<file path="config.mk">
export PLATFORM = sky130hd
export DESIGN_NAME = operating_condition_guard
export DESIGN_NICKNAME = d
export VERILOG_FILES = /design/src/opguard_pkg.sv /design/src/sp_limit_check.sv /design/src/reset_cause_keep.sv /design/src/operating_condition_guard.sv
export SDC_FILE = /design/constraint.sdc
export NUM_CORES = 1
export LEC_CHECK = 0
export BUFFER_PORTS_ARGS = -buffer_cell sky130_fd_sc_hd__buf_2
export CORE_ASPECT_RATIO = 0.9
export CORE_MARGIN = 5
export CORE_UTILIZATION = 55
export CTS_BUF_LIST = sky130_fd_sc_hd__clkbuf_8 sky130_fd_sc_hd__clkbuf_16
export DETAILED_ROUTE_END_ITERATION = 10
export PLACE_DENSITY_LB_ADDON = 0.08
export REMOVE_ABC_BUFFERS = 1
export SLEW_MARGIN = 20
export SYNTH_ARGS = -nofsm -noshare
export SYNTH_HDL_FRONTEND = slang
export SYNTH_SLANG_ARGS = --single-unit
</file>
<file path="constraint.sdc">
create_clock -name clk -period 4.7 [get_ports clk]
set_input_delay 0 -clock clk [delete_from_list [all_inputs] [get_ports clk]]
set_output_delay 0 -clock clk [all_outputs]
set_load 0.005 [all_outputs]
</file>
<file path="src/opguard_pkg.sv">
/*
 Constants, register map and carrier types for the operating condition guard.
 Assumes a single 100 MHz clock domain and an AXI4-Lite master for software access.
*/
// Summary of operation
// - Any out-of-range monitored parameter except EEPROM high voltage forces a chip reset or raises an exception.
// - Voltage, frequency, temperature and light sensor alarms force a chip reset.
// - EEPROM light detector and fault injection alarms raise a CPU exception.
// - Any reset returns every register except the reset cause to its defined reset value; only power-on or reading it clears that one.
// - Software can read the cause of the most recent reset.
// - Software can read which reason triggered a monitoring exception.
// - Outside test mode all sensors are enabled automatically, no software action.
// - No register write can disable sensor monitoring.
// - Sensor to reset or exception routing is hard-wired, not software changeable.
// - Stack pointer is checked against its range; reaching a limit raises an exception.
// - Separate stack pointer and limit check copies for user, system, super system mode.
// - Software selects one of two EEPROM light detectors or none; only that one acts.
// - EEPROM high voltage is checked per write and shown only as readable status.
// - Fault detection covers PC, stack pointer, status register logic, DES, arithmetic.
// - Test mode stays permanently inaccessible once the chip is delivered.
// - The super mode flag selects super system mode and its stack pointer copy.
package opguard_pkg;
    localparam int ADDR_W = 8;
    localparam logic [ADDR_W-1:0] OFS_RST_CAUSE = 8'h00;
    localparam logic [ADDR_W-1:0] OFS_EXC_STAT = 8'h04;
    localparam logic [ADDR_W-1:0] OFS_EXC_MASK = 8'h08;
    localparam logic [ADDR_W-1:0] OFS_EE_CTRL = 8'h0c;
    localparam logic [ADDR_W-1:0] OFS_HV_STAT = 8'h10;
    localparam logic [ADDR_W-1:0] OFS_SP_LIMIT = 8'h14;
    localparam logic [ADDR_W-1:0] OFS_MODE_STAT = 8'h18;

    localparam int N_RST = 4;
    localparam int N_EXC = 8;
    localparam int SP_W = 8;
    // Exception reason bit positions
    localparam int EXC_EE_LIGHT = 0;
    localparam int EXC_FI_PC = 1;
    localparam int EXC_FI_SP = 2;
    localparam int EXC_FI_PSW = 3;
    localparam int EXC_FI_DES = 4;
    localparam int EXC_FI_ARITH = 5;
    localparam int EXC_SP_LO = 6;
    localparam int EXC_SP_HI = 7;
    localparam logic [N_EXC-1:0] EXC_MASK_RST = 8'hff;
    localparam logic [1:0] EE_SEL_RST = 2'h1;
    localparam logic [1:0] EE_SEL_OFF = 2'h0;
    localparam logic [1:0] EE_SEL_A = 2'h1;
    localparam logic [1:0] EE_SEL_B = 2'h2;
    localparam logic [SP_W-1:0] SP_LO_RST = 8'h00;
    localparam logic [SP_W-1:0] SP_HI_RST = 8'hff;
    localparam logic [1:0] AXI_OKAY = 2'h0;
    localparam logic [1:0] AXI_SLVERR = 2'h2;

    typedef enum logic [1:0] {MODE_USER, MODE_SYSTEM, MODE_SUPER} cpu_mode_t;

    typedef struct packed {
        logic voltage;
        logic frequency;
        logic temperature;
        logic light;
    } sensor_alarm_t;

    typedef struct packed {
        logic ee_light_a;
        logic ee_light_b;
        logic pc;
        logic sp;
        logic psw;
        logic des;
        logic arith;
    } fault_alarm_t;

    typedef struct packed {
        logic [SP_W-1:0] lo;
        logic [SP_W-1:0] hi;
    } sp_limit_t;

    function automatic logic [N_EXC-1:0] set_sticky(input logic [N_EXC-1:0] cur,
                                                    input logic [N_EXC-1:0] ev,
                                                    input logic clr);
        set_sticky = (clr ? '0 : cur) | ev;
    endfunction : set_sticky
endpackage : opguard_pkg

</file>
<file path="src/sp_limit_check.sv">
/*
 One stack pointer limit checker, instantiated once per CPU mode.
 Assumes the stack pointer and limits are synchronous to clk.
*/
`timescale 1ns/1ns
module sp_limit_check
    import opguard_pkg::*;
(
    input wire logic clk,
    input wire logic arst_n,
    input wire logic active,
    input wire logic [SP_W-1:0] sp,
    input wire sp_limit_t lim,
    output logic hit_lo,
    output logic hit_hi
);
    // Limit reached counts as a hit, not only overstepping it
    always_ff @(posedge clk or negedge arst_n) begin
        if (!arst_n) begin
            hit_lo <= 1'b0;
            hit_hi <= 1'b0;
        end else begin
            hit_lo <= active && (sp <= lim.lo);
            hit_hi <= active && (sp >= lim.hi);
        end
    end
endmodule : sp_limit_check

</file>
<file path="src/reset_cause_keep.sv">
/*
 Reset cause indicator that survives the sensor reset it records.
 Assumes por_n is a separate power-on reset that is not driven by sensor alarms.
*/
`timescale 1ns/1ns
module reset_cause_keep
    import opguard_pkg::*;
(
    input wire logic clk,
    input wire logic por_n,
    input wire sensor_alarm_t alarm,
    input wire logic clr,
    output logic [N_RST-1:0] cause_q
);
    // Only power-on or a read clears it, so software sees the cause after restart
    always_ff @(posedge clk or negedge por_n) begin
        if (!por_n) begin
            cause_q <= '0;
        end else if (|alarm) begin
            cause_q <= alarm;
        end else if (clr) begin
            cause_q <= '0;
        end
    end
endmodule : reset_cause_keep

</file>
<file path="src/operating_condition_guard.sv">
/*
 Operating condition guard: routes sensor alarms to chip reset and fault alarms to a CPU
 exception, records the causes, and checks the stack pointer per CPU mode.
 Assumes all alarm inputs are synchronous to clk and that chip_reset_req restarts the chip.
*/
`timescale 1ns/1ns
module operating_condition_guard
    import opguard_pkg::*;
(
    input wire logic clk,
    input wire logic arst_n,
    input wire logic por_n,
    input wire sensor_alarm_t sensor_alarm,
    input wire fault_alarm_t fault_alarm,
    input wire logic super_mode_flag,
    input wire logic user_mode,
    input wire logic test_mode_req,
    input wire logic delivered_fuse,
    input wire logic [SP_W-1:0] sp_user,
    input wire logic [SP_W-1:0] sp_system,
    input wire logic [SP_W-1:0] sp_super,
    input wire logic ee_write_active,
    input wire logic ee_hv_ok,
    input wire logic [ADDR_W-1:0] s_axi_awaddr,
    input wire logic s_axi_awvalid,
    output logic s_axi_awready,
    input wire logic [31:0] s_axi_wdata,
    input wire logic [3:0] s_axi_wstrb,
    input wire logic s_axi_wvalid,
    output logic s_axi_wready,
    output logic [1:0] s_axi_bresp,
    output logic s_axi_bvalid,
    input wire logic s_axi_bready,
    input wire logic [ADDR_W-1:0] s_axi_araddr,
    input wire logic s_axi_arvalid,
    output logic s_axi_arready,
    output logic [31:0] s_axi_rdata,
    output logic [1:0] s_axi_rresp,
    output logic s_axi_rvalid,
    input wire logic s_axi_rready,
    output logic chip_reset_req,
    output logic exc_irq,
    output logic sensors_enabled,
    output logic test_mode_active
);
    logic [N_EXC-1:0] exc_stat_q;
    logic [N_EXC-1:0] exc_mask_q;
    logic [1:0] ee_sel_q;
    logic hv_fail_q;
    logic hv_done_q;
    sp_limit_t lim_q [3];
    cpu_mode_t mode;
    logic [N_RST-1:0] rst_cause;
    logic [N_EXC-1:0] exc_ev;
    logic [2:0] hit_lo;
    logic [2:0] hit_hi;
    logic ee_hit;
    sensor_alarm_t sens_eff;

    // Write channel holding registers
    logic aw_full_q;
    logic w_full_q;
    logic [ADDR_W-1:0] aw_addr_q;
    logic [31:0] w_data_q;
    logic [3:0] w_strb_q;
    logic wr_fire;
    logic rd_fire;
    logic rd_clr_exc;
    logic rd_clr_rst;

    // Mode selection: the super mode flag wins over user/system
    always_comb begin
        if (super_mode_flag) begin
            mode = MODE_SUPER;
        end else if (user_mode) begin
            mode = MODE_USER;
        end else begin
            mode = MODE_SYSTEM;
        end
    end

    // Test mode blocked for good once the delivery fuse is blown
    always_ff @(posedge clk or negedge arst_n) begin
        if (!arst_n) begin
            test_mode_active <= 1'b0;
        end else begin
            test_mode_active <= test_mode_req && !delivered_fuse;
        end
    end

    // No register bit feeds this, so software cannot turn sensors off
    always_ff @(posedge clk or negedge arst_n) begin
        if (!arst_n) begin
            sensors_enabled <= 1'b0;
        end else begin
            sensors_enabled <= !test_mode_active;
        end
    end

    assign sens_eff = sensors_enabled ? sensor_alarm : '0;

    // Hard-wired routing to reset; there is no routing register
    always_ff @(posedge clk or negedge arst_n) begin
        if (!arst_n) begin
            chip_reset_req <= 1'b0;
        end else begin
            chip_reset_req <= |sens_eff;
        end
    end

    reset_cause_keep u_cause (
        .clk(clk),
        .por_n(por_n),
        .alarm(sens_eff),
        .clr(rd_clr_rst),
        .cause_q(rst_cause)
    );

    genvar gi;
    for (gi = 0; gi < 3; gi++) begin : g_sp
        logic [SP_W-1:0] sp_sel;
        assign sp_sel = (gi == 0) ? sp_user : ((gi == 1) ? sp_system : sp_super);
        sp_limit_check u_chk (
            .clk(clk),
            .arst_n(arst_n),
            .active(mode == cpu_mode_t'(gi)),
            .sp(sp_sel),
            .lim(lim_q[gi]),
            .hit_lo(hit_lo[gi]),
            .hit_hi(hit_hi[gi])
        );
    end

    // Only the selected EEPROM light detector is heeded
    always_comb begin
        case (ee_sel_q)
            EE_SEL_A: ee_hit = fault_alarm.ee_light_a;
            EE_SEL_B: ee_hit = fault_alarm.ee_light_b;
            default: ee_hit = 1'b0;
        endcase
    end

    always_comb begin
        exc_ev = '0;
        exc_ev[EXC_EE_LIGHT] = ee_hit;
        exc_ev[EXC_FI_PC] = fault_alarm.pc;
        exc_ev[EXC_FI_SP] = fault_alarm.sp;
        exc_ev[EXC_FI_PSW] = fault_alarm.psw;
        exc_ev[EXC_FI_DES] = fault_alarm.des;
        exc_ev[EXC_FI_ARITH] = fault_alarm.arith;
        exc_ev[EXC_SP_LO] = |hit_lo;
        exc_ev[EXC_SP_HI] = |hit_hi;
    end

    // Sticky reasons; a new event in the clearing cycle still lands
    always_ff @(posedge clk or negedge arst_n) begin
        if (!arst_n) begin
            exc_stat_q <= '0;
        end else begin
            exc_stat_q <= set_sticky(exc_stat_q, exc_ev, rd_clr_exc);
        end
    end

    always_ff @(posedge clk or negedge arst_n) begin
        if (!arst_n) begin
            exc_irq <= 1'b0;
        end else begin
            exc_irq <= |(exc_stat_q & exc_mask_q);
        end
    end

    // High voltage check result, collected over each write sequence; done flag set at its end
    logic ee_wr_d1_q;
    always_ff @(posedge clk or negedge arst_n) begin
        if (!arst_n) begin
            ee_wr_d1_q <= 1'b0;
            hv_fail_q <= 1'b0;
            hv_done_q <= 1'b0;
        end else begin
            ee_wr_d1_q <= ee_write_active;
            if (ee_write_active && !ee_wr_d1_q) begin
                // A bad level in the first cycle of a short write must not be lost
                hv_fail_q <= !ee_hv_ok;
                hv_done_q <= 1'b0;
            end else if (ee_write_active && !ee_hv_ok) begin
                hv_fail_q <= 1'b1;
            end else if (!ee_write_active && ee_wr_d1_q) begin
                hv_done_q <= 1'b1;
            end
        end
    end

    // AXI4-Lite write: address and data taken independently
    assign wr_fire = aw_full_q && w_full_q && !s_axi_bvalid;

    always_ff @(posedge clk or negedge arst_n) begin
        if (!arst_n) begin
            aw_full_q <= 1'b0;
            aw_addr_q <= '0;
            s_axi_awready <= 1'b0;
        end else begin
            s_axi_awready <= !aw_full_q && !(s_axi_awvalid && s_axi_awready);
            if (s_axi_awvalid && s_axi_awready) begin
                aw_full_q <= 1'b1;
                aw_addr_q <= s_axi_awaddr;
            end else if (wr_fire) begin
                aw_full_q <= 1'b0;
            end
        end
    end

    always_ff @(posedge clk or negedge arst_n) begin
        if (!arst_n) begin
            w_full_q <= 1'b0;
            w_data_q <= '0;
            w_strb_q <= '0;
            s_axi_wready <= 1'b0;
        end else begin
            s_axi_wready <= !w_full_q && !(s_axi_wvalid && s_axi_wready);
            if (s_axi_wvalid && s_axi_wready) begin
                w_full_q <= 1'b1;
                w_data_q <= s_axi_wdata;
                w_strb_q <= s_axi_wstrb;
            end else if (wr_fire) begin
                w_full_q <= 1'b0;
            end
        end
    end

    // Writable registers: mask, detector select, stack limits; nothing reaches sensors
    always_ff @(posedge clk or negedge arst_n) begin
        if (!arst_n) begin
            exc_mask_q <= EXC_MASK_RST;
            ee_sel_q <= EE_SEL_RST;
            for (int i = 0; i < 3; i++) begin
                lim_q[i] <= '{lo: SP_LO_RST, hi: SP_HI_RST};
            end
        end else if (wr_fire && w_strb_q[0]) begin
            if (aw_addr_q == OFS_EXC_MASK) begin
                exc_mask_q <= w_data_q[N_EXC-1:0];
            end else if (aw_addr_q == OFS_EE_CTRL) begin
                ee_sel_q <= w_data_q[1:0];
            end else if (aw_addr_q == OFS_SP_LIMIT) begin
                lim_q[mode] <= '{lo: w_data_q[SP_W-1:0], hi: w_data_q[2*SP_W-1:SP_W]};
            end
        end
    end

    always_ff @(posedge clk or negedge arst_n) begin
        if (!arst_n) begin
            s_axi_bvalid <= 1'b0;
            s_axi_bresp <= AXI_OKAY;
        end else if (wr_fire) begin
            s_axi_bvalid <= 1'b1;
            if (aw_addr_q == OFS_EXC_MASK || aw_addr_q == OFS_EE_CTRL
                    || aw_addr_q == OFS_SP_LIMIT) begin
                s_axi_bresp <= AXI_OKAY;
            end else if (aw_addr_q == OFS_RST_CAUSE || aw_addr_q == OFS_EXC_STAT
                    || aw_addr_q == OFS_HV_STAT || aw_addr_q == OFS_MODE_STAT) begin
                s_axi_bresp <= AXI_OKAY;
            end else begin
                s_axi_bresp <= AXI_SLVERR;
            end
        end else if (s_axi_bready) begin
            s_axi_bvalid <= 1'b0;
        end
    end

    // AXI4-Lite read; reading the exception status or reset cause register clears it
    assign rd_fire = s_axi_arvalid && s_axi_arready;
    assign rd_clr_exc = rd_fire && (s_axi_araddr == OFS_EXC_STAT);
    assign rd_clr_rst = rd_fire && (s_axi_araddr == OFS_RST_CAUSE);

    always_ff @(posedge clk or negedge arst_n) begin
        if (!arst_n) begin
            s_axi_arready <= 1'b0;
            s_axi_rvalid <= 1'b0;
            s_axi_rdata <= '0;
            s_axi_rresp <= AXI_OKAY;
        end else begin
            s_axi_arready <= !s_axi_rvalid && !rd_fire;
            if (rd_fire) begin
                s_axi_rvalid <= 1'b1;
                s_axi_rresp <= AXI_OKAY;
                s_axi_rdata <= '0;
                if (s_axi_araddr == OFS_RST_CAUSE) begin
                    s_axi_rdata[N_RST-1:0] <= rst_cause;
                end else if (s_axi_araddr == OFS_EXC_STAT) begin
                    s_axi_rdata[N_EXC-1:0] <= exc_stat_q;
                end else if (s_axi_araddr == OFS_EXC_MASK) begin
                    s_axi_rdata[N_EXC-1:0] <= exc_mask_q;
                end else if (s_axi_araddr == OFS_EE_CTRL) begin
                    s_axi_rdata[1:0] <= ee_sel_q;
                end else if (s_axi_araddr == OFS_HV_STAT) begin
                    s_axi_rdata[1:0] <= {hv_done_q, hv_fail_q};
                end else if (s_axi_araddr == OFS_SP_LIMIT) begin
                    s_axi_rdata[2*SP_W-1:0] <= {lim_q[mode].hi, lim_q[mode].lo};
                end else if (s_axi_araddr == OFS_MODE_STAT) begin
                    s_axi_rdata[3:0] <= {test_mode_active, sensors_enabled, mode};
                end else begin
                    s_axi_rresp <= AXI_SLVERR;
                end
            end else if (s_axi_rready) begin
                s_axi_rvalid <= 1'b0;
            end
        end
    end

    AST_SENSOR_RESET: assert property (@(posedge clk) disable iff (!arst_n)
        |sens_eff |=> chip_reset_req)
        else $error("sensor alarm did not request reset");
    AST_NO_FAULT_RESET: assert property (@(posedge clk) disable iff (!arst_n)
        (!(|sens_eff) && |fault_alarm) |=> !chip_reset_req)
        else $error("fault alarm requested reset");
    AST_FAULT_STICKY: assert property (@(posedge clk) disable iff (!arst_n)
        fault_alarm.pc |=> exc_stat_q[EXC_FI_PC])
        else $error("pc fault not recorded");
    AST_REASON_HOLD: assert property (@(posedge clk) disable iff (!arst_n)
        (exc_stat_q[EXC_FI_DES] && !rd_clr_exc) |=> exc_stat_q[EXC_FI_DES])
        else $error("exception reason lost without read");
    AST_IRQ_FOLLOWS: assert property (@(posedge clk) disable iff (!arst_n)
        |(exc_stat_q & exc_mask_q) |=> exc_irq)
        else $error("unmasked reason without interrupt");
    AST_EE_OFF: assert property (@(posedge clk) disable iff (!arst_n)
        (ee_sel_q == EE_SEL_OFF && !exc_stat_q[EXC_EE_LIGHT])
        |=> !exc_stat_q[EXC_EE_LIGHT])
        else $error("disabled eeprom detector raised a reason");
    AST_TEST_LOCK: assert property (@(posedge clk) disable iff (!arst_n)
        delivered_fuse |=> !test_mode_active)
        else $error("test mode after delivery");
    AST_SENSORS_ON: assert property (@(posedge clk) disable iff (!arst_n)
        !test_mode_active ##1 !test_mode_active |=> sensors_enabled)
        else $error("sensors off outside test mode");
    AST_SP_LIMIT: assert property (@(posedge clk) disable iff (!arst_n)
        (mode == MODE_USER && sp_user >= lim_q[MODE_USER].hi) ##1 1'b1
        |=> exc_stat_q[EXC_SP_HI])
        else $error("stack limit not flagged");
    AST_CAUSE_KEPT: assert property (@(posedge clk) disable iff (!arst_n)
        sensor_alarm.voltage && sensors_enabled |=> rst_cause[N_RST-1])
        else $error("reset cause not recorded");

    COV_RESET: cover property (@(posedge clk) disable iff (!arst_n) chip_reset_req);
    COV_EXC: cover property (@(posedge clk) disable iff (!arst_n) $rose(exc_irq));
    COV_RD_CLR: cover property (@(posedge clk) disable iff (!arst_n) rd_clr_exc);
endmodule : operating_condition_guard

</file>
After elaboration in Yosys (flattened, before gate mapping)
Cells that the tools add are included.
{"block": "totals", "register_bits": 135, "output_inout_bits": 45, "wordCells": 170, "input_bits": 101}
{"block": "classes", "mux": 47, "n_reduce_logical": 57, "bitwise": 5, "n_eq_ne": 17, "magnitude_cmp": 8}
{"operator": "$bwmux 48", "n": 1}
{"operator": "$eq 8x5->1 const B", "n": 6}
{"operator": "$mux 16", "n": 3}
{"operator": "$mux 8", "n": 5}
{"operator": "$bmux 16 s2", "n": 1}
{"operator": "$demux 16 s2", "n": 1}
{"operator": "$eq 8x4->1 const B", "n": 4}
{"operator": "$mux 14", "n": 2}
{"operator": "$ge 8x8->1", "n": 3}
{"operator": "$le 8x8->1", "n": 3}
{"operator": "$mux 12", "n": 2}
{"operator": "$mux 2", "n": 12}
{"operator": "$mux 4", "n": 6}
{"operator": "$logic_and 1x1->1", "n": 22}
{"operator": "$eq 8x3->1 const B", "n": 2}
{"operator": "$logic_not 8->1", "n": 2}
{"operator": "$reduce_bool 2->1", "n": 7}
{"operator": "$mux 1", "n": 13}
{"operator": "$logic_not 1->1", "n": 12}
{"operator": "$and 8x8->8", "n": 1}
{"operator": "$or 8x8->8", "n": 1}
{"operator": "$reduce_or 8->1", "n": 1}
{"operator": "$reduce_or 3->1", "n": 2}
{"operator": "$logic_or 1x1->1", "n": 5}
{"operator": "13 further kinds", "n": 17}

Depth between registers and ports, before layout
Gate-level depths: netlist of the first run.
{"block": "logic_depth", "depth_word": 12, "depth_mapped": 7, "ltp_nobuf": 7}

Hierarchy
Synthesis of the first run repeated with hierarchy kept, for this count alone.
{"block": "hier_totals", "hier_cells": 631, "area_unflattened_um2": 7088.0}
{"mod": "operating_condition_guard", "cells_per_inst": 447, "area_each_um2": 5569.1, "n_inst": 1, "seq_area_each_um2": 3119.2}
{"mod": "sp_limit_check", "cells_per_inst": 57, "area_each_um2": 451.7, "n_inst": 3, "seq_area_each_um2": 50.0}
{"mod": "reset_cause_keep", "cells_per_inst": 13, "area_each_um2": 163.9, "n_inst": 1, "seq_area_each_um2": 100.1}

Worst setup path before layout of the first run
Ideal clock, no wire load.
{"block": "synth_path", "kind": "reg2reg", "start": "register aw_addr_q[0]", "end": "register lim_q[24] (netlist bit)", "period_less_slack_ns": 2.161, "path_buffers": 1, "setup_ns": 0.125, "path_slack_ns": 2.539, "path_stages_with_launch": 7, "required_ns": 4.575, "t_arrival_ns": 2.036, "path_cell_list": "dfrtp_1 -> or4_4 -> nor4_2 -> and4b_4 -> nand2_4 -> buf_6 -> mux2_4"}
{"block": "synth_between", "elab_chain_cells": 3, "word_cells_on_any_way": 6, "cone_classes": "eq/ne (3); bitwise (2); reduce/logical (1)"}
{"item": "start, declared", "line_no": "operating_condition_guard.sv:63", "text": "logic [ADDR_W-1:0] aw_addr_q;"}
{"item": "start signal, assigned", "line_no": "operating_condition_guard.sv:205", "text": "aw_addr_q <= s_axi_awaddr;"}
{"item": "$eq 8x4->1 (on tied branches)", "line_no": "operating_condition_guard.sv:241, operating_condition_guard.sv:239"}
{"item": "$not 1->1 (no line)"}
{"item": "$reduce_and 4->1 (no line) (*)"}
{"item": "end signal, assigned by index", "line_no": "operating_condition_guard.sv:236", "text": "lim_q[i] <= '{lo: SP_LO_RST, hi: SP_HI_RST};"}
{"item": "end signal, assigned by index", "line_no": "operating_condition_guard.sv:244", "text": "lim_q[mode] <= '{lo: w_data_q[SP_W-1:0], hi: w_data_q[2*SP_W-1:SP_W]};"}
{"item": "end, declared", "line_no": "operating_condition_guard.sv:51", "text": "sp_limit_t lim_q [3];"}
Every way passes the cells marked *; elsewhere a longest branch is shown, timed or not.
A chain may end at the register's enable or synchronous reset.

Final worst setup path of the first run
{"block": "layout_path", "start": "register s_axi_arready", "end": "register s_axi_rdata[14]"}
{"block": "layout_between", "elab_chain_cells": 1}
{"item": "start, declared", "line_no": "operating_condition_guard.sv:36", "text": "output logic s_axi_arready,"}
{"item": "start signal, assigned", "line_no": "operating_condition_guard.sv:281", "text": "s_axi_arready <= !s_axi_rvalid && !rd_fire;"}
{"item": "$logic_and 1x1->1", "line_no": "operating_condition_guard.sv:270", "text": "assign rd_fire = s_axi_arvalid && s_axi_arready;"}
{"item": "end signal, assigned by index", "line_no": "operating_condition_guard.sv:287", "text": "s_axi_rdata[N_RST-1:0] <= rst_cause;"}
{"item": "end signal, assigned by index", "line_no": "operating_condition_guard.sv:289", "text": "s_axi_rdata[N_EXC-1:0] <= exc_stat_q;"}
{"item": "end signal, assigned by index", "line_no": "operating_condition_guard.sv:291", "text": "s_axi_rdata[N_EXC-1:0] <= exc_mask_q;"}
{"item": "end, declared", "line_no": "operating_condition_guard.sv:37", "text": "output logic [31:0] s_axi_rdata,"}
No other way between the ends.

==> results of run 1 <==
## cell usage after synthesis, types with 5 or more instances
cell type	instances	share of area [%]
nor2_1	21	1.1
a22oi_1	8	0.86
mux2i_1	23	3.3
nand2_1	39	2.1
dfstp_2	33	12
ha_1	51	9.1
mux2_4	14	3.0
o211ai_1	5	0.54
nand4_1	7	0.62
clkbuf_1	13	0.70
nand3_1	7	0.50
a21oi_1	28	2.0
inv_1	58	3.1
buf_4	19	2.0
dfrtp_1	100	36
nor2b_1	7	0.62
a21o_1	9	0.96
o21ai_0	35	2.5
mux2_2	69	11
nor3_1	5	0.36
## through the flow
stage / instance area, um2 / hold WS (ns) / power, W
floorplan: 6830 / -0.296 / 0.00178
global placement: 7600 / -0.194 / 0.00200
detailed placement: 7600 / -0.191 / 0.00202
CTS: 8650 / 0.0157 / 0.00331
global route: 8650 / 0.0399 / 0.00346
finish: 8650 / 0.0306 / 0.00328
## flip-flops by register name, summed over array words and instances (netlist names), 2 cells and up
register and flops:
aw_addr_q 8, ee_sel_q 2, exc_mask_q 8, exc_stat_q 8
g_sp.u_chk.hit_hi 3, g_sp.u_chk.hit_lo 3, lim_q 48, s_axi_rdata 16
u_cause.cause_q 4, w_data_q 16
## where the power goes
part,switching (W),internal [W]
Combinational,0.000240,0.000280
Clock,0.000496,0.000750
Sequential,0.000180,0.00134
Total,0.000916,0.00237
## worst min-delay path by stage
stage	to	slack [ns]	cells after the start
5_1_grt	g_sp[1].u_chk.hit_hi	0.04	4
3_5_place_dp	u_cause.cause_q[1]	-0.19	1
2_1_floorplan	aw_addr_q[0]	-0.30	0
6_report	g_sp[1].u_chk.hit_hi	0.03	4
4_1_cts	g_sp[1].u_chk.hit_hi	0.02	4
3_3_place_gp	u_cause.cause_q[1]	-0.19	1
## area by class of cell
| cell class | count | area, um2 |
|---|---|---|
| clock buffers | 19 | 453 |
| clock inverters | 13 | 111 |
| fillers | 939 | 3940 |
| inverters | 58 | 218 |
| multi-input cells | 402 | 3250 |
| flip-flops and latches | 133 | 3370 |
| well taps | 164 | 205 |
| repair buffers | 159 | 1050 |
## worst register-to-register path: cells and delay by family, from the launching register on
family | cells | cell delay, ns
AOI/OAI and AO/OA | 1 | 0.30
DFF | 1 | 0.35
and+or+nand+nor | 3 | 1.70
## logic make-up (layout without fill, tap and decap cells)
family	count (synthesis)	in the layout	synth area share, %
muxes	106	106	17.4
buffers and inverters	96	249	6.52
and+or+nand+nor	109	109	8.11
adders and majority gates	51	51	9.11
AOI/OAI and AO/OA	118	118	10.8
other	1	18	0.0535
DFF	133	133	48.1
## cells in the final DEF (no fill, tap or decap), types with 7 or more instances in the layout
cell type | synthesis | final
a21oi_1 | 28 | 28
nor2b_1 | 7 | 7
dlygate4sd3_1 | 0 | 49
mux2_4 | 14 | 14
a21o_1 | 9 | 9
inv_1 | 58 | 60
nand2_1 | 39 | 39
nand4_1 | 7 | 7
o21ai_0 | 35 | 35
nand3_1 | 7 | 7
nor2_1 | 21 | 21
mux2i_1 | 23 | 23
clkbuf_16 | 0 | 17
dfstp_2 | 33 | 33
dfrtp_1 | 100 | 100
a22oi_1 | 8 | 8
buf_2 | 2 | 107
conb_1 | 1 | 18
mux2_2 | 69 | 69
ha_1 | 51 | 51
## routing by layer
layer / track usage (%) / part of all wire, % / wire length [um] / vias to the layer above
met1: 31.6 / 45 / 7520 / 2585
li1: - / - / - / 2458
met5: 0 / 0 / 0 / -
met3: 5.44 / 5.5 / 926 / 20
met2: 37.7 / 48 / 8100 / 155
met4: 6.51 / 1.3 / 221 / 0
==> qor.csv, run 1 <==
metric,value,unit
"Seq/Total Area, Yosys",48.1,%
Clock Latency Late Sink,0.41,ns
GRT Util Overall,23.2,%
CP top delay family,simple AND/OR/NAND/NOR gates,
worst setup path end,s_axi_rdata[14],
n_diodes,0,
Area Growth Syn to Fin,23.4,%
synthesized cell area,7010,um2
DIE AREA,15100,um2
Setup WS post-layout,2.26,ns
Worst R2R Setup Slack,2.26,ns
worst r2r path cells,4,
port buffer count,108,
post-route ant nets,0,
Slew HR,36.3,%
syn avg cell area,11.4,um2
post-CTS resize count,0,
cts bufs inserted,17,
Avg Vias per Cell,5.50,
pin count of the biggest net entering global routing,71,
IO Pins,146,
highest clock rate,0.409,GHz
status,"finished, final reports clean",
Crit path arrival time,2.77,ns
Die Ht,117,um
DR WL/cell,17.7,um
share of layout cells above drive strength 1,33.7,%
DRT iter0 DRCs,412,
Tightest Pin Transition,0.952,ns
CTS tree,done,
Async SR Flop Fraction,100,%
Core Rows,39,
routability-driven placement congestion ratio,0.817,
TritonCTS Sinks,133,
worst vdd ir,0.000454,V
DR pass1 iterations,5,
"Slew Viols, Final",0,
Worst setup SP type,register,
WP buf/inv,0,
initial antenna violation count,0,
number of synthesized flops with an enable pin,0,
Congestion Overflow GR,0,
Yosys reg bits,133,
Root Driver,clkbuf_16,
Worst Path Max Fanout,21,
Max stage delay on crit path,0.72,ns
Starting Density,55.7,%
leakage power,4.05,nW
min-delay src,sp_system[4],
Worst-path clk slew,0.06,ns
yosys warns,0,
Core Box Area,12600,um2
crit path capture type,register,
r2r startpoint,s_axi_arready,
Layout Nets,923,
Tcrit/Tclk final,52.0,%
fin crit period,2.44,ns
detailed-route via count,5218,
maxcap violations,0,
global-route wire length before repair,27000,um
cells after synthesis,614,
dpl hpwl,11800,um
critical path class,register to register,
worst clock skew,0.00915,ns
residual DRC count,0,
Worst Path Required,5.02,ns
critical path depth in cells,4,
Critical path origin,s_axi_arready,
final setup TNS,0,ns
Die W,129,um
Worst Hold Class,primary input to register,
"Hold Vio Cnt, Final",0,
dominant synthesized flop cell,dfrtp_1,
final setup fails,0,
RSZ-0062 raised after global routing,no,
Final Util,68.7,%
Max clock buf depth,2,
reg2reg end,s_axi_rdata[14],
vias in the first global route,5365,
Setup Buffers After CTS,0,
count of cell types in the netlist,57,
total wire length,16800,um
dpl ws,2.32,ns
# hold bufs at CTS,49,
crit path cell chain,nand2_1 > nor3_1 > nand3_1 > o21ai_0,
htree depth,4,
P per Cell Area,380,nW/um2
CP max-delay cell,nor3_1,
placed cells,867,
fin cells,948,
(Power assumes the default switching activity.)
==> run 2, diff against run 1 <==
--- a/config.mk
+++ b/config.mk
@@ -8,7 +8,7 @@
 export BUFFER_PORTS_ARGS = -buffer_cell sky130_fd_sc_hd__buf_2
 export CORE_ASPECT_RATIO = 0.9
 export CORE_MARGIN = 5
-export CORE_UTILIZATION = 55
+export CORE_UTILIZATION = 50
 export CTS_BUF_LIST = sky130_fd_sc_hd__clkbuf_8 sky130_fd_sc_hd__clkbuf_16
 export DETAILED_ROUTE_END_ITERATION = 10
 export PLACE_DENSITY_LB_ADDON = 0.08
==> constraint.sdc (replaced) <==
create_clock -name clk -period 2 [get_ports clk]
set_input_delay 0 -clock clk [delete_from_list [all_inputs] [get_ports clk]]
set_output_delay 0 -clock clk [all_outputs]
set_load 0.005 [all_outputs]
==> qor.csv, run 2 (synthesis gave the netlist of run 1 again) <==
metric,value,unit,change
routability-driven placement congestion ratio,0.813,,-0.49%
Placement Cell Area,7760,um2,+2.2%
Crit path arrival time,2.45,ns,-0.32 ns
TritonCTS Sinks,133,,unchanged
maxcap violations,0,,unchanged
Core Box Area,13900,um2,+10%
"Hold Vio Cnt, Final",0,,unchanged
Worst Path Required,2.31,ns,-2.71 ns
P per Cell Area,904,nW/um2,+140%
CP max-delay cell,or4_4,,
register share of total power,44.7,%,-1.5 points
leakage power,4.16,nW,+2.7%
share of layout cells above drive strength 1,35.4,%,+1.7 points
Largest Register,lim_q,,
Logic pwr share,16.0,%,+0.2 points
pin count of the biggest net entering global routing,67,,-5.6%
Setup WS post-layout,-0.145,ns,-2.40 ns
final non-filler cell area,8940,um2,+3.3%
critical path class,register to register,,
layout filler cell count,1095,,+17%
GRT Util Overall,22.7,%,-0.56 points
worst vdd ir,0.000791,V,+74%
crit path cell chain,or4_4 > nor4_4 > and4b_4 > buf_12 > nand2_8 > mux2_4,,
Tcrit/Tclk final,107,%,+55 points
IO Pins,146,,unchanged
Worst Hold Class,primary input to register,,
CTS tree,done,,
Slew HR,54.5,%,+18 points
violated checks,setup timing,,
Die Ht,122,um,+4.5%
Layout Nets,942,,+2.1%
Area Growth Syn to Fin,27.6,%,
cts bufs inserted,17,,unchanged
crit path capture type,register,,
worst clock skew,0.00775,ns,-0.00140 ns
Root Driver,clkbuf_16,,
total wire length,17700,um,+5.7%
residual DRC count,0,,unchanged
Worst setup SP type,register,,
Worst-path clk slew,0.06,ns,about the same
n_diodes,0,,unchanged
switching power of the nets,0.00222,W,+140%
highest clock rate,0.466,GHz,+14%
Final Util,64.3,%,-4.4 points
Clock Power Share,39.3,%,+1.3 points
Congestion Overflow GR,0,,unchanged
global-route wire length before repair,28700,um,+6.3%
"Slew Viols, Final",0,,unchanged
DIE AREA,16500,um2,+9.2%
DR WL/cell,17.8,um,+0.75%
"most common cell after layout, fill and taps aside",buf_2,,
sw frac,27.5,%,-0.41 points
RSZ-0062 raised after global routing,yes,,
Tightest Pin Transition,0.680,ns,-0.272 ns
vias in the first global route,5530,,+3.1%
fin crit period,2.14,ns,-0.298 ns
DRT iter0 DRCs,353,,-14%
max FFs per register,48,,unchanged
Internal,0.00586,W,+150%
Avg Vias per Cell,5.29,,-3.9%
final setup fails,48,,+48
Starting Density,50.4,%,-5.3 points
status,finished with violations,,
initial antenna violation count,0,,unchanged
most frequent cells in the layout,"buf_2, dfrtp_1, mux2_2",,
Die W,135,um,+4.5%
Clock Latency Late Sink,0.43,ns,+0.02 ns
port buffer count,108,,unchanged
Max stage delay on crit path,0.56,ns,-0.16 ns
htree depth,4,,unchanged
Worst Path Max Fanout,8,,-62%
detailed-route via count,5262,,+0.84%
Max clock buf depth,2,,unchanged
largest registers ranked by flip-flop count,"lim_q (48), s_axi_rdata (16), w_data_q (16)",,
dpl hpwl,12800,um,+8.6%
post-route ant nets,0,,unchanged
DR pass1 iterations,4,,-1
Core Rows,41,,+5.1%
run 2: layout make-up:
type | instances | area [um2] | share of cell area [%]
inverters | 58 | 218 | 2.44
well taps | 193 | 241 | 2.70
flip-flops and latches | 133 | 3370 | 37.7
multi-input cells | 404 | 3300 | 36.9
clock buffers | 19 | 453 | 5.07
repair buffers | 176 | 1200 | 13.4
clock inverters | 12 | 154 | 1.72
run 2: critical path, delay by kind of cell (launching register included):
family | cells | cell delay (ns)
DFF | 1 | 0.37
buffers and inverters | 1 | 0.16
muxes | 1 | 0.35
and+or+nand+nor | 4 | 1.14
run 2: power by group through the flow:
stage          clock network, W  registers (W)  logic, W
6_report                0.00318        0.00361   0.00129
5_1_grt                 0.00336        0.00368   0.00145
4_1_cts                 0.00324        0.00361   0.00131
3_5_place_dp                  0        0.00364   0.00121
3_3_place_gp                  0        0.00363   0.00116
2_1_floorplan                 0        0.00346  0.000727
run 2: what timing repair did:
action,CTS,global route
gates resized for setup,4,0
gates cloned,2,0
endpoints found under the hold margin,130,0
pin swaps,5,1
hold buffers,49,0
setup buffers,1,0
endpoints found under the setup margin,56,56
run 2: final timing paths:
| check | cells past startpoint | end | slack (ns) | startpoint |
|---|---|---|---|---|
| max | 6 | lim_q[29] | -0.14 | aw_addr_q[0] |
| min | 4 | g_sp[0].u_chk.hit_hi | 0.06 | sp_user[5] |
| max reg2reg | 6 | lim_q[29] | -0.14 | aw_addr_q[0] |
| min reg2reg | 1 | exc_stat_q[7] | 0.43 | g_sp[1].u_chk.hit_hi |
| max in group asynchronous | 3 | aw_addr_q[6] | 1.14 | arst_n |
| min in group asynchronous | 2 | s_axi_rdata[8] | 0.07 | arst_n |
run 2: per-layer routing:
layer  GRT usage (%)  wire length [um]
met1            30.6              8050
met3            4.92               909
met2            37.1              8570
met4            6.49               206
met5               0                 0
run 2: through the flow:
stage / setup TNS, ns / power, W / cells / worst slack, ns / hold slack, ns
2_1_floorplan: -6.55 / 0.00418 / 593 / -0.606 / -0.296
3_3_place_gp: -8.80 / 0.00479 / 912 / -0.222 / -0.193
3_5_place_dp: -11.87 / 0.00485 / 912 / -0.278 / -0.191
4_1_cts: -4.12 / 0.00816 / 995 / -0.133 / 0.0339
5_1_grt: -7.89 / 0.00848 / 995 / -0.196 / 0.0766
6_report: -4.83 / 0.00808 / 995 / -0.145 / 0.0602
